<file path="src/nca_pkg.sv">
// package: opcodes, field layout, decode and flag types for the negate/complement unit
// Function
// - negate writes zero minus the sized destination back to the destination.
// - negate with extend writes zero minus destination minus extend back.
// - both negates load the extend flag with the carry flag value.
// - sign flag follows the result's most significant bit at the size.
// - zero flag is set when the sized result is zero, else cleared.
// - both negates set overflow on signed overflow of the subtraction.
// - both negates clear carry on zero result, set it otherwise.
// - complement inverts the operand, clears overflow and carry, keeps extend.
// - size field 00 byte, 01 word, 10 long.
// - destination only data-alterable: modes 000, 010-110, 111 with reg 000/001.
// - idle op only advances the program counter, all flags unchanged.
// - idle op waits until every outstanding bus cycle has completed.
package nca_pkg;
	localparam logic [7:0] OPC_ZERO_MINUS = 8'h44;
	localparam logic [7:0] OPC_ZERO_MINUS_BORROW = 8'h40;
	localparam logic [7:0] OPC_COMPLEMENT = 8'h46;
	localparam logic [15:0] OPC_IDLE_SYNC = 16'h4E71;
	localparam int OPC_HI_MSB = 15;
	localparam int OPC_HI_LSB = 8;
	localparam int SIZE_MSB = 7;
	localparam int SIZE_LSB = 6;
	localparam int MODE_MSB = 5;
	localparam int MODE_LSB = 3;
	localparam int EAREG_MSB = 2;
	localparam int EAREG_LSB = 0;
	localparam logic [1:0] SIZE_BYTE = 2'h0;
	localparam logic [1:0] SIZE_WORD = 2'h1;
	localparam logic [1:0] SIZE_LONG = 2'h2;
	localparam logic [2:0] MODE_DATA_REG = 3'h0;
	localparam logic [2:0] MODE_ADDR_REG = 3'h1;
	localparam logic [2:0] MODE_EXTENDED = 3'h7;
	localparam logic [2:0] EXT_ABS_SHORT = 3'h0;
	localparam logic [2:0] EXT_ABS_LONG = 3'h1;
	localparam logic [31:0] MASK_BYTE = 32'h000000FF;
	localparam logic [31:0] MASK_WORD = 32'h0000FFFF;
	localparam logic [31:0] MASK_LONG = 32'hFFFFFFFF;

	typedef enum logic [2:0] {
		OP_NONE,
		OP_ZERO_MINUS,
		OP_ZERO_MINUS_BORROW,
		OP_COMPLEMENT,
		OP_IDLE_SYNC
	} nca_op_type;

	typedef struct packed {
		nca_op_type op;
		logic [1:0] size;
		logic [2:0] ea_mode;
		logic [2:0] ea_reg;
		logic legal;
	} nca_decode_type;

	typedef struct packed {
		logic x;
		logic n;
		logic z;
		logic v;
		logic c;
	} nca_ccr_type;

	// keeps only the bits that belong to the operation size
	function automatic logic [31:0] size_mask(input logic [1:0] size);
		case (size)
			SIZE_BYTE: size_mask = MASK_BYTE;
			SIZE_WORD: size_mask = MASK_WORD;
			default: size_mask = MASK_LONG;
		endcase
	endfunction : size_mask

	// most significant bit at the operation size
	function automatic logic size_msb(input logic [31:0] value, input logic [1:0] size);
		case (size)
			SIZE_BYTE: size_msb = value[7];
			SIZE_WORD: size_msb = value[15];
			default: size_msb = value[31];
		endcase
	endfunction : size_msb
endpackage : nca_pkg

</file>
<file path="src/nca_unit.sv">
// top of the negate/complement/idle-sync execution unit
//
`timescale 1ns/1ps
`default_nettype none
module nca_unit (
	input wire logic I_SYS_CLK,
	input wire logic I_SYS_RST,
	input wire logic I_OP_VALID,
	input wire logic [15:0] I_OP_WORD,
	input wire logic [31:0] I_OPERAND,
	input wire nca_pkg::nca_ccr_type I_CCR,
	input wire logic I_BUS_PENDING,
	output logic O_OP_READY,
	output logic O_DONE,
	output logic O_ILLEGAL,
	output logic O_WRITE_BACK,
	output logic [31:0] O_RESULT,
	output logic O_CCR_WE,
	output nca_pkg::nca_ccr_type O_CCR,
	output logic O_PC_ADVANCE,
	output logic [1:0] O_SIZE,
	output logic [2:0] O_EA_MODE,
	output logic [2:0] O_EA_REG
);
	typedef enum logic [1:0] {
		ST_IDLE,
		ST_EXEC,
		ST_SYNC
	} nca_state_type;

	nca_state_type state;
	nca_state_type next_state;
	nca_pkg::nca_decode_type dec_now;
	nca_pkg::nca_decode_type lat_dec;
	logic [31:0] lat_operand;
	nca_pkg::nca_ccr_type lat_ccr;
	logic [31:0] alu_result;
	nca_pkg::nca_ccr_type alu_ccr;
	logic accept;
	logic finish;
	logic is_alu;

	// decode straight off the incoming word; only latched on accept
	nca_decode u_decode (
		.i_word(I_OP_WORD),
		.o_dec(dec_now)
	);

	// arithmetic works on latched values so the inputs may move after accept
	nca_arith u_arith (
		.i_op(lat_dec.op),
		.i_size(lat_dec.size),
		.i_operand(lat_operand),
		.i_ccr(lat_ccr),
		.o_result(alu_result),
		.o_ccr(alu_ccr)
	);

	// handshake: one op in flight at a time
	assign O_OP_READY = (state == ST_IDLE);
	assign accept = I_OP_VALID && O_OP_READY;
	assign is_alu = lat_dec.legal && (lat_dec.op != nca_pkg::OP_IDLE_SYNC);

	// completion: the idle op holds off while any bus cycle is outstanding
	always_comb begin
		finish = 1'b0;
		case (state)
			ST_EXEC: finish = !(lat_dec.op == nca_pkg::OP_IDLE_SYNC && I_BUS_PENDING);
			ST_SYNC: finish = !I_BUS_PENDING;
			default: finish = 1'b0;
		endcase
	end

	// sequencing
	always_comb begin
		next_state = state;
		case (state)
			ST_IDLE: begin
				if (accept) begin
					next_state = ST_EXEC;
				end
			end
			ST_EXEC: begin
				next_state = finish ? ST_IDLE : ST_SYNC;
			end
			ST_SYNC: begin
				if (finish) begin
					next_state = ST_IDLE;
				end
			end
			default: next_state = ST_IDLE;
		endcase
	end

	always_ff @(posedge I_SYS_CLK) begin
		if (I_SYS_RST) begin
			state <= ST_IDLE;
		end else begin
			state <= next_state;
		end
	end

	// capture of the instruction, destination value and incoming flags
	always_ff @(posedge I_SYS_CLK) begin
		if (I_SYS_RST) begin
			lat_dec <= '0;
			lat_operand <= 32'h0;
			lat_ccr <= '0;
		end else if (accept) begin
			lat_dec <= dec_now;
			lat_operand <= I_OPERAND;
			lat_ccr <= I_CCR;
		end
	end

	// completion strobe and status, one cycle per finished op
	always_ff @(posedge I_SYS_CLK) begin
		if (I_SYS_RST) begin
			O_DONE <= 1'b0;
			O_ILLEGAL <= 1'b0;
			O_PC_ADVANCE <= 1'b0;
		end else begin
			O_DONE <= finish;
			O_ILLEGAL <= finish && !lat_dec.legal;
			O_PC_ADVANCE <= finish && lat_dec.legal;
		end
	end

	// write-back: only arithmetic ops store a result or touch the flags
	always_ff @(posedge I_SYS_CLK) begin
		if (I_SYS_RST) begin
			O_WRITE_BACK <= 1'b0;
			O_CCR_WE <= 1'b0;
		end else begin
			O_WRITE_BACK <= finish && is_alu;
			O_CCR_WE <= finish && is_alu;
		end
	end

	// data outputs hold their last value between ops; flags pass through on idle op
	always_ff @(posedge I_SYS_CLK) begin
		if (I_SYS_RST) begin
			O_RESULT <= 32'h0;
			O_CCR <= '0;
			O_SIZE <= nca_pkg::SIZE_BYTE;
			O_EA_MODE <= nca_pkg::MODE_DATA_REG;
			O_EA_REG <= 3'h0;
		end else if (finish) begin
			O_RESULT <= is_alu ? alu_result : lat_operand;
			O_CCR <= is_alu ? alu_ccr : lat_ccr;
			O_SIZE <= lat_dec.size;
			O_EA_MODE <= lat_dec.ea_mode;
			O_EA_REG <= lat_dec.ea_reg;
		end
	end

	// checking helpers: sized views of the latched operand and the result
	logic [31:0] chk_mask;
	logic [31:0] chk_opd;
	logic chk_neg;
	logic [7:0] sync_wait;

	assign chk_mask = nca_pkg::size_mask(lat_dec.size);
	assign chk_opd = lat_operand & chk_mask;
	assign chk_neg = (lat_dec.op == nca_pkg::OP_ZERO_MINUS) ||
		(lat_dec.op == nca_pkg::OP_ZERO_MINUS_BORROW);

	// counts cycles spent waiting on the bus, saturating
	always_ff @(posedge I_SYS_CLK) begin
		if (I_SYS_RST) begin
			sync_wait <= 8'h0;
		end else if (state == ST_SYNC && I_BUS_PENDING) begin
			sync_wait <= (sync_wait == 8'hFF) ? sync_wait : sync_wait + 8'h01;
		end else begin
			sync_wait <= 8'h0;
		end
	end

	a_neg_result: assert property (
		@(posedge I_SYS_CLK) disable iff (I_SYS_RST)
		(O_WRITE_BACK && lat_dec.op == nca_pkg::OP_ZERO_MINUS)
		|-> (O_RESULT == ((32'h0 - chk_opd) & chk_mask))
	) else $error("negate result is not zero minus operand");

	a_zero_minus_with_borrow_result: assert property (
		@(posedge I_SYS_CLK) disable iff (I_SYS_RST)
		(O_WRITE_BACK && lat_dec.op == nca_pkg::OP_ZERO_MINUS_BORROW)
		|-> (O_RESULT == ((32'h0 - chk_opd - {31'h0, lat_ccr.x}) & chk_mask))
	) else $error("negate with extend result wrong");

	a_extend_carry: assert property (
		@(posedge I_SYS_CLK) disable iff (I_SYS_RST)
		(O_CCR_WE && chk_neg) |-> (O_CCR.x == O_CCR.c)
	) else $error("extend flag differs from carry after negate");

	a_sign_flag: assert property (
		@(posedge I_SYS_CLK) disable iff (I_SYS_RST)
		O_CCR_WE |-> (O_CCR.n == nca_pkg::size_msb(O_RESULT, O_SIZE))
	) else $error("sign flag does not follow result msb");

	a_zero_flag: assert property (
		@(posedge I_SYS_CLK) disable iff (I_SYS_RST)
		O_CCR_WE |-> (O_CCR.z == ((O_RESULT & chk_mask) == 32'h0))
	) else $error("zero flag does not match sized result");

	a_neg_overflow: assert property (
		@(posedge I_SYS_CLK) disable iff (I_SYS_RST)
		(O_CCR_WE && chk_neg)
		|-> (O_CCR.v == (nca_pkg::size_msb(chk_opd, lat_dec.size)
			&& nca_pkg::size_msb(O_RESULT, lat_dec.size)))
	) else $error("overflow flag wrong after negate");

	a_neg_carry: assert property (
		@(posedge I_SYS_CLK) disable iff (I_SYS_RST)
		(O_CCR_WE && chk_neg) |-> (O_CCR.c == (O_RESULT != 32'h0))
	) else $error("carry flag wrong after negate");

	a_comp_flags: assert property (
		@(posedge I_SYS_CLK) disable iff (I_SYS_RST)
		(O_CCR_WE && lat_dec.op == nca_pkg::OP_COMPLEMENT)
		|-> (!O_CCR.v && !O_CCR.c && O_CCR.x == lat_ccr.x
			&& O_RESULT == (~chk_opd & chk_mask))
	) else $error("complement result or flags wrong");

	a_size_bound: assert property (
		@(posedge I_SYS_CLK) disable iff (I_SYS_RST)
		O_WRITE_BACK |-> ((O_RESULT & ~chk_mask) == 32'h0 && O_SIZE != 2'h3)
	) else $error("result exceeds its operation size");

	a_ea_reject: assert property (
		@(posedge I_SYS_CLK) disable iff (I_SYS_RST)
		(O_DONE && lat_dec.op != nca_pkg::OP_IDLE_SYNC
			&& (lat_dec.ea_mode == nca_pkg::MODE_ADDR_REG
			|| (lat_dec.ea_mode == nca_pkg::MODE_EXTENDED && lat_dec.ea_reg[2:1] != 2'h0)))
		|-> (O_ILLEGAL && !O_WRITE_BACK && !O_PC_ADVANCE)
	) else $error("non-alterable destination was accepted");

	a_idle_state: assert property (
		@(posedge I_SYS_CLK) disable iff (I_SYS_RST)
		(O_DONE && lat_dec.op == nca_pkg::OP_IDLE_SYNC)
		|-> (O_PC_ADVANCE && !O_WRITE_BACK && !O_CCR_WE && O_CCR == lat_ccr)
	) else $error("idle op changed processor state");

	a_idle_hold: assert property (
		@(posedge I_SYS_CLK) disable iff (I_SYS_RST)
		(state == ST_SYNC && I_BUS_PENDING) |=> (!O_DONE && state == ST_SYNC)
	) else $error("idle op finished with a bus cycle pending");

	a_idle_release: assert property (
		@(posedge I_SYS_CLK) disable iff (I_SYS_RST)
		(state == ST_SYNC && !I_BUS_PENDING) |=> (O_DONE ##1 !O_DONE)
	) else $error("idle op not released one cycle after bus idle");

	a_sync_count: assert property (
		@(posedge I_SYS_CLK) disable iff (I_SYS_RST)
		(sync_wait != 8'h0) |-> $past(I_BUS_PENDING)
	) else $error("sync wait kept without a pending bus cycle");

	a_idle_decode: assert property (
		@(posedge I_SYS_CLK) disable iff (I_SYS_RST)
		(accept && I_OP_WORD == nca_pkg::OPC_IDLE_SYNC)
		|=> (lat_dec.op == nca_pkg::OP_IDLE_SYNC && lat_dec.legal)
	) else $error("idle op word not recognised");

	a_alu_latency: assert property (
		@(posedge I_SYS_CLK) disable iff (I_SYS_RST)
		(accept && dec_now.op != nca_pkg::OP_IDLE_SYNC) |=> ##1 O_DONE
	) else $error("arithmetic op did not finish in two cycles");

	// the reserved-size and mode-accept checks below restate the rules from the raw word, not from the decoder
	a_done_single: assert property (
		@(posedge I_SYS_CLK) disable iff (I_SYS_RST)
		O_DONE |=> !O_DONE
	) else $error("completion strobe longer than one cycle");

	a_pc_legal: assert property (
		@(posedge I_SYS_CLK) disable iff (I_SYS_RST)
		O_PC_ADVANCE |-> (O_DONE && !O_ILLEGAL)
	) else $error("program counter advanced outside a legal completion");

	a_wb_with_done: assert property (
		@(posedge I_SYS_CLK) disable iff (I_SYS_RST)
		O_WRITE_BACK |-> (O_DONE && O_CCR_WE)
	) else $error("write-back without completion or flag update");

	a_ill_quiet: assert property (
		@(posedge I_SYS_CLK) disable iff (I_SYS_RST)
		O_ILLEGAL |-> (O_DONE && !O_CCR_WE && !O_PC_ADVANCE)
	) else $error("rejected op changed state");

	a_size_reserved: assert property (
		@(posedge I_SYS_CLK) disable iff (I_SYS_RST)
		(accept && I_OP_WORD != nca_pkg::OPC_IDLE_SYNC && I_OP_WORD[7:6] == 2'h3)
		|=> ##1 (O_ILLEGAL && !O_WRITE_BACK)
	) else $error("reserved size field was executed");

	// a legal destination must always be written; guards against an over-strict decoder
	a_mode_accept: assert property (
		@(posedge I_SYS_CLK) disable iff (I_SYS_RST)
		(accept && (I_OP_WORD[15:8] == nca_pkg::OPC_ZERO_MINUS
			|| I_OP_WORD[15:8] == nca_pkg::OPC_ZERO_MINUS_BORROW
			|| I_OP_WORD[15:8] == nca_pkg::OPC_COMPLEMENT)
			&& I_OP_WORD[7:6] != 2'h3 && I_OP_WORD[5:3] != nca_pkg::MODE_ADDR_REG
			&& (I_OP_WORD[5:3] != nca_pkg::MODE_EXTENDED || I_OP_WORD[2:1] == 2'h0))
		|=> ##1 (O_WRITE_BACK && O_CCR_WE && O_PC_ADVANCE)
	) else $error("data-alterable destination was rejected");

	a_byte_msb: assert property (
		@(posedge I_SYS_CLK) disable iff (I_SYS_RST)
		(O_CCR_WE && O_SIZE == nca_pkg::SIZE_BYTE) |-> (O_CCR.n == O_RESULT[7])
	) else $error("sign flag wrong for a byte result");

	a_long_msb: assert property (
		@(posedge I_SYS_CLK) disable iff (I_SYS_RST)
		(O_CCR_WE && O_SIZE == nca_pkg::SIZE_LONG) |-> (O_CCR.n == O_RESULT[31])
	) else $error("sign flag wrong for a long result");

	a_word_high: assert property (
		@(posedge I_SYS_CLK) disable iff (I_SYS_RST)
		(O_WRITE_BACK && O_SIZE == nca_pkg::SIZE_WORD) |-> (O_RESULT[31:16] == 16'h0)
	) else $error("word result has upper bits set");

	a_neg_zero: assert property (
		@(posedge I_SYS_CLK) disable iff (I_SYS_RST)
		(O_CCR_WE && chk_neg && O_RESULT == 32'h0) |-> (O_CCR.z && !O_CCR.c && !O_CCR.x)
	) else $error("zero negate result left carry or extend set");

	// plain negate overflows only on the most negative value of the size
	a_neg_min: assert property (
		@(posedge I_SYS_CLK) disable iff (I_SYS_RST)
		(O_CCR_WE && lat_dec.op == nca_pkg::OP_ZERO_MINUS)
		|-> (O_CCR.v == (chk_opd == (chk_mask & ~(chk_mask >> 1))))
	) else $error("negate overflow not tied to the most negative operand");

	a_zero_minus_with_borrow_no_ovf: assert property (
		@(posedge I_SYS_CLK) disable iff (I_SYS_RST)
		(O_CCR_WE && lat_dec.op == nca_pkg::OP_ZERO_MINUS_BORROW && lat_ccr.x) |-> !O_CCR.v
	) else $error("negate with extend set reported overflow");

	a_sync_only_idle: assert property (
		@(posedge I_SYS_CLK) disable iff (I_SYS_RST)
		(state == ST_SYNC) |-> (lat_dec.op == nca_pkg::OP_IDLE_SYNC)
	) else $error("arithmetic op waited on the bus");

	a_decode_hold: assert property (
		@(posedge I_SYS_CLK) disable iff (I_SYS_RST)
		(state != ST_IDLE) |=> $stable(lat_dec)
	) else $error("latched instruction changed while busy");
endmodule : nca_unit
`default_nettype wire

</file>
<file path="src/nca_decode.sv">
// instruction word decoder for the negate/complement/idle group
`timescale 1ns/1ps
`default_nettype none
module nca_decode (
	input wire logic [15:0] i_word,
	output nca_pkg::nca_decode_type o_dec
);
	logic [7:0] hi;
	logic alterable;
	logic size_ok;

	// mode 001 and 111 with reg above 001 are not writable data locations
	always_comb begin
		hi = i_word[nca_pkg::OPC_HI_MSB:nca_pkg::OPC_HI_LSB];
		o_dec.size = i_word[nca_pkg::SIZE_MSB:nca_pkg::SIZE_LSB];
		o_dec.ea_mode = i_word[nca_pkg::MODE_MSB:nca_pkg::MODE_LSB];
		o_dec.ea_reg = i_word[nca_pkg::EAREG_MSB:nca_pkg::EAREG_LSB];
		alterable = (o_dec.ea_mode != nca_pkg::MODE_ADDR_REG) &&
			((o_dec.ea_mode != nca_pkg::MODE_EXTENDED) ||
			(o_dec.ea_reg == nca_pkg::EXT_ABS_SHORT) ||
			(o_dec.ea_reg == nca_pkg::EXT_ABS_LONG));
		size_ok = (o_dec.size != 2'h3);
		o_dec.op = nca_pkg::OP_NONE;
		if (i_word == nca_pkg::OPC_IDLE_SYNC) begin
			o_dec.op = nca_pkg::OP_IDLE_SYNC;
		end else if (hi == nca_pkg::OPC_ZERO_MINUS) begin
			o_dec.op = nca_pkg::OP_ZERO_MINUS;
		end else if (hi == nca_pkg::OPC_ZERO_MINUS_BORROW) begin
			o_dec.op = nca_pkg::OP_ZERO_MINUS_BORROW;
		end else if (hi == nca_pkg::OPC_COMPLEMENT) begin
			o_dec.op = nca_pkg::OP_COMPLEMENT;
		end
		if (o_dec.op == nca_pkg::OP_IDLE_SYNC) begin
			o_dec.legal = 1'b1;
		end else begin
			o_dec.legal = (o_dec.op != nca_pkg::OP_NONE) && alterable && size_ok;
		end
	end
endmodule : nca_decode
`default_nettype wire

</file>
<file path="src/nca_arith.sv">
// sized result and flag computation for negate and complement
`timescale 1ns/1ps
`default_nettype none
module nca_arith (
	input wire nca_pkg::nca_op_type i_op,
	input wire logic [1:0] i_size,
	input wire logic [31:0] i_operand,
	input wire nca_pkg::nca_ccr_type i_ccr,
	output logic [31:0] o_result,
	output nca_pkg::nca_ccr_type o_ccr
);
	logic [31:0] mask;
	logic [31:0] opd;
	logic borrow_in;
	logic d_msb;

	// all arithmetic is done at 32 bits and trimmed, so one adder serves every size
	always_comb begin
		mask = nca_pkg::size_mask(i_size);
		opd = i_operand & mask;
		d_msb = nca_pkg::size_msb(opd, i_size);
		borrow_in = (i_op == nca_pkg::OP_ZERO_MINUS_BORROW) ? i_ccr.x : 1'b0;
		o_ccr = i_ccr;
		if (i_op == nca_pkg::OP_COMPLEMENT) begin
			o_result = ~opd & mask;
			o_ccr.v = 1'b0;
			o_ccr.c = 1'b0;
		end else begin
			o_result = (32'h0 - opd - {31'h0, borrow_in}) & mask;
			o_ccr.v = d_msb & nca_pkg::size_msb(o_result, i_size);
			o_ccr.c = (o_result != 32'h0);
			o_ccr.x = o_ccr.c;
		end
		o_ccr.n = nca_pkg::size_msb(o_result, i_size);
		o_ccr.z = (o_result == 32'h0);
	end
endmodule : nca_arith
`default_nettype wire

</file>
<file path="config.mk">
export PLATFORM = sky130hd
export DESIGN_NAME = nca_unit
export DESIGN_NICKNAME = d
export VERILOG_FILES = /design/src/nca_pkg.sv /design/src/nca_unit.sv /design/src/nca_decode.sv /design/src/nca_arith.sv
export SDC_FILE = /design/constraint.sdc
export NUM_CORES = 1
export LEC_CHECK = 0
export ABC_AREA = 1
export BUFFER_PORTS_ARGS = -buffer_cell sky130_fd_sc_hd__buf_4
export CORE_MARGIN = 2
export CORE_UTILIZATION = 48
export DETAILED_ROUTE_END_ITERATION = 16
export PLACE_DENSITY = 0.71
export SETUP_SLACK_MARGIN = 0.5
export SLEW_MARGIN = 10
export SYNTH_ARGS = -nofsm -noshare
export SYNTH_HDL_FRONTEND = slang
export SYNTH_HIERARCHICAL = 1
export SYNTH_SLANG_ARGS = --single-unit
</file>
<file path="constraint.sdc">
create_clock -name I_SYS_CLK -period 6.3 [get_ports I_SYS_CLK]
set_clock_uncertainty 0.2 [all_clocks]
set_input_delay 0.945 -clock I_SYS_CLK [delete_from_list [all_inputs] [get_ports I_SYS_CLK]]
set_output_delay 0.945 -clock I_SYS_CLK [all_outputs]
set_load 0.05 [all_outputs]
</file>
==> run metrics <==
hold depth=2; WP data arrival=3.78 ns; Netlist cell types=37; Setup Buffers After CTS=0; Synth Area in XOR/XNOR=0%; Sw Pwr=0.00148 W; RSZ-0062 raised after global routing=false; Pre-antenna DRT Iters=5; final setup violation count=0; per-cell routed wire length=14.7 um; Post-Syn Instances=1,291; post-DP HPWL=17,100 um; first-pass GRT wire length=36,800 um; maxcap violations=0; sequential fraction of the synthesis area=26.5%; R2R setup slack=2.60 ns; Cell Int Power=0.00151 W; clock root cell=clkbuf_16; crit-path max FO=16; Least-Margin Pin Slew=0.863 ns; syn nets=1,384; Logic pwr share=54.8%; vias in the first global route=7,232; most frequent CP cell=nand2_1; CP endpoint kind=flop; Avg Inst Size Synth=5.85 um^2; GR Util met2=42.0%; worst r2r dst=O_CCR[2]; gr ovfl total=0; cts bufs inserted=9; clk sinks=100; register share of total power=27.0%; CTS tree=yes; Cell Area, Placed=8320 um^2; FP Rows=45; commonest non-fill, non-tap cell in the layout=nand2_1; #FFs+latches synth=100; Die Ht=129 um; R2R Path Start=lat_dec[7]; Compound-Gate Fraction of Synth Area=11.4%; Die ar.=16,800 um^2; P_leak=4.59 nW; Final nets=1,448; Crit path largest cell delay=0.40 ns; share of post-route cells with drive strength above 1=13.5%; Ys Warns=6; CP max-delay cell=dfxtp_1; First DRT Iteration DRCs=841; Critical Path Source Type=flop; Placer Congestion=0.928; Worst slew margin=42.4%; switching part of the total power=49.6%; initial core utilization=49.3%; area of the core=15,300 um^2; die width=129 um; simple-gate share of the synthesized area=43.7%; max frequency=0.270 GHz; post-layout min period=3.70 ns; PwrDens=346 nW/um^2; clock share of power=18.2%; H-tree levels=3; WHS=0.274 ns; I/O Buffers=107; GRT busiest layer=met2; M1 GR Usage=41.7%; grt met3 use=3.80%; combinational family with the most area after synthesis=simple AND/OR/NAND/NOR gates; outcome=complete, no violations; WL final=23,000 um; final hold vios=0; Yosys top cell area share=26.5%; post-synthesis adder-cell area fraction=5.96%; multiplexer share of the synthesized area=0%; diode count=0; CTS resizes=0; pin count of the biggest net entering global routing=59; # IOs=108; min-delay worst type=flop to flop; cts hold-fix bufs=0; top cells by area, synth=dfxtp_1 26%, nand2_1 20%, nor2_1 10%; antenna viol nets, final=0; startpoint of the worst hold path=O_RESULT[29]; Worst IR Drop VDD=220 uV; GR Util All Layers=27.6%; routed vias=8,130; R2R cell count=24; # DRC=0; most frequent cells in the layout=401 x nand2_1, 205 x nor2_1, 147 x inv_1; Avg Vias per Cell=5.18; ratio of final minimum period to clock period=58.8%; area leader, netlist=dfxtp_1; setup TNS=0 ns; Synth Cell Area=7560 um^2; worst skew pair latency=0.35 ns; Layout area overhead=14.0%; Crit Path Class=flop to flop; initial antenna violation count=0; Critical Path, Cell by Cell=inv_1, nand2_4, inv_1, nor2_1, inv_1, ha_1, nand2_1, nor2_1, nand4_1, nand3_1, nand2_1, nand2_1, nand2_1, nand2_1, nand2_1, nand3_1, o22ai_1, nor2_1, nand2_1, nor2_1, nand3_1, nand2_1, nand2_1, a21oi_1; Max Buffers Root-to-Sink=2; final non-filler cell area=8620 um^2; Critical Path RT=6.37 ns; Slew Viols, Final=0; Hold Path End=O_RESULT[29]; clock-pin slew on the worst setup and hold paths=0.07 ns
==> synthesized netlist by cell type, drive strengths merged <==
cell and n:
nand2 406, nor2 208, inv 156, nand3 111
dfxtp 100, o21ai 73, a21oi 65, buf 41
ha 36, nand4 26, clkbuf 20, nor3 17
or2 10, nand3b 8, o22ai 5, o21bai 3
a21o 2, and2 2, a221oi 1, o21a 1
==> critical path, delay by kind of cell (launching register included) <==
| kind | cells | cell delay [ns] |
|---|---|---|
| AO/OA/AOI/OAI | 2 | 0.26 |
| buffers and inverters | 3 | 0.36 |
| adder cells (fa/ha/maj) | 1 | 0.36 |
| AND/OR/NAND/NOR | 18 | 2.03 |
| flip-flops | 1 | 0.40 |
==> flip-flops by register name (all words and copies together) (netlist names) <==
name	count
O_EA_REG	3
O_RESULT	32
O_EA_MODE	3
O_CCR_WE	1
state	2
O_PC_ADVANCE	1
O_SIZE	2
lat_dec	12
O_ILLEGAL	1
O_DONE	1
lat_operand	32
O_CCR	5
lat_ccr	5
==> power groups by stage <==
stage	clock [W]	combinational (W)	sequential, W
after CTS	0.000553	0.00161	0.000804
after floorplan	0	0.00118	0.000863
after detailed placement	0	0.00161	0.000818
final	0.000543	0.00164	0.000806
after global routing	0.000577	0.00184	0.000816
after global placement	0	0.00160	0.000817
==> logic make-up (layout without fill, tap and decap cells) <==
| family | count (synthesis) | count (layout) |
|---|---|---|
| AND/OR/NAND/NOR | 788 | 788 |
| buffers and inverters | 217 | 286 |
| AO/OA/AOI/OAI | 150 | 150 |
| flip-flops | 100 | 100 |
| adder cells (fa/ha/maj) | 36 | 36 |
==> final cells by class <==
cell class / instances / area [um^2]
Fill cell: 1664 / 6700
Inverter: 156 / 588
Sequential cell: 100 / 2000
Clock inverter: 7 / 68.8
Timing Repair Buffer: 114 / 856
Multi-Input combinational cell: 974 / 4610
Tap cell: 211 / 264
Clock buffer: 9 / 225
==> metrics by stage <==
step                      std cells  total power (W)  setup slack, ns  utilization [%]
after global routing           1571          0.00324             2.17             56.3
after CTS                      1571          0.00297             2.66             56.3
after global placement         1555          0.00242             2.73             54.3
final                          1571          0.00299             2.60             56.3
after floorplan                1291          0.00204             2.89                -
after detailed placement       1555          0.00243             2.70             54.3
==> metal layers <==
layer / share of wire [%] / up-vias
met2: 43 / 233
met4: 0.83 / 0
met5: 0 / -
li1: - / 4192
met1: 49 / 3691
met3: 6.7 / 14
==> how the worst max path moves through the flow <==
stage | startpoint | endpoint | slack (ns) | depth (start not counted)
floorplan | lat_dec[8] | O_CCR[4] | 2.89 | 21
global placement | lat_dec[7] | O_CCR[2] | 2.73 | 26
detailed placement | lat_dec[7] | O_CCR[2] | 2.70 | 26
CTS | lat_dec[7] | O_CCR[2] | 2.66 | 26
global route | lat_dec[7] | O_CCR[2] | 2.17 | 26
finish | lat_dec[7] | O_CCR[2] | 2.60 | 24
Note: power is estimated with default switching activity, not from simulation.
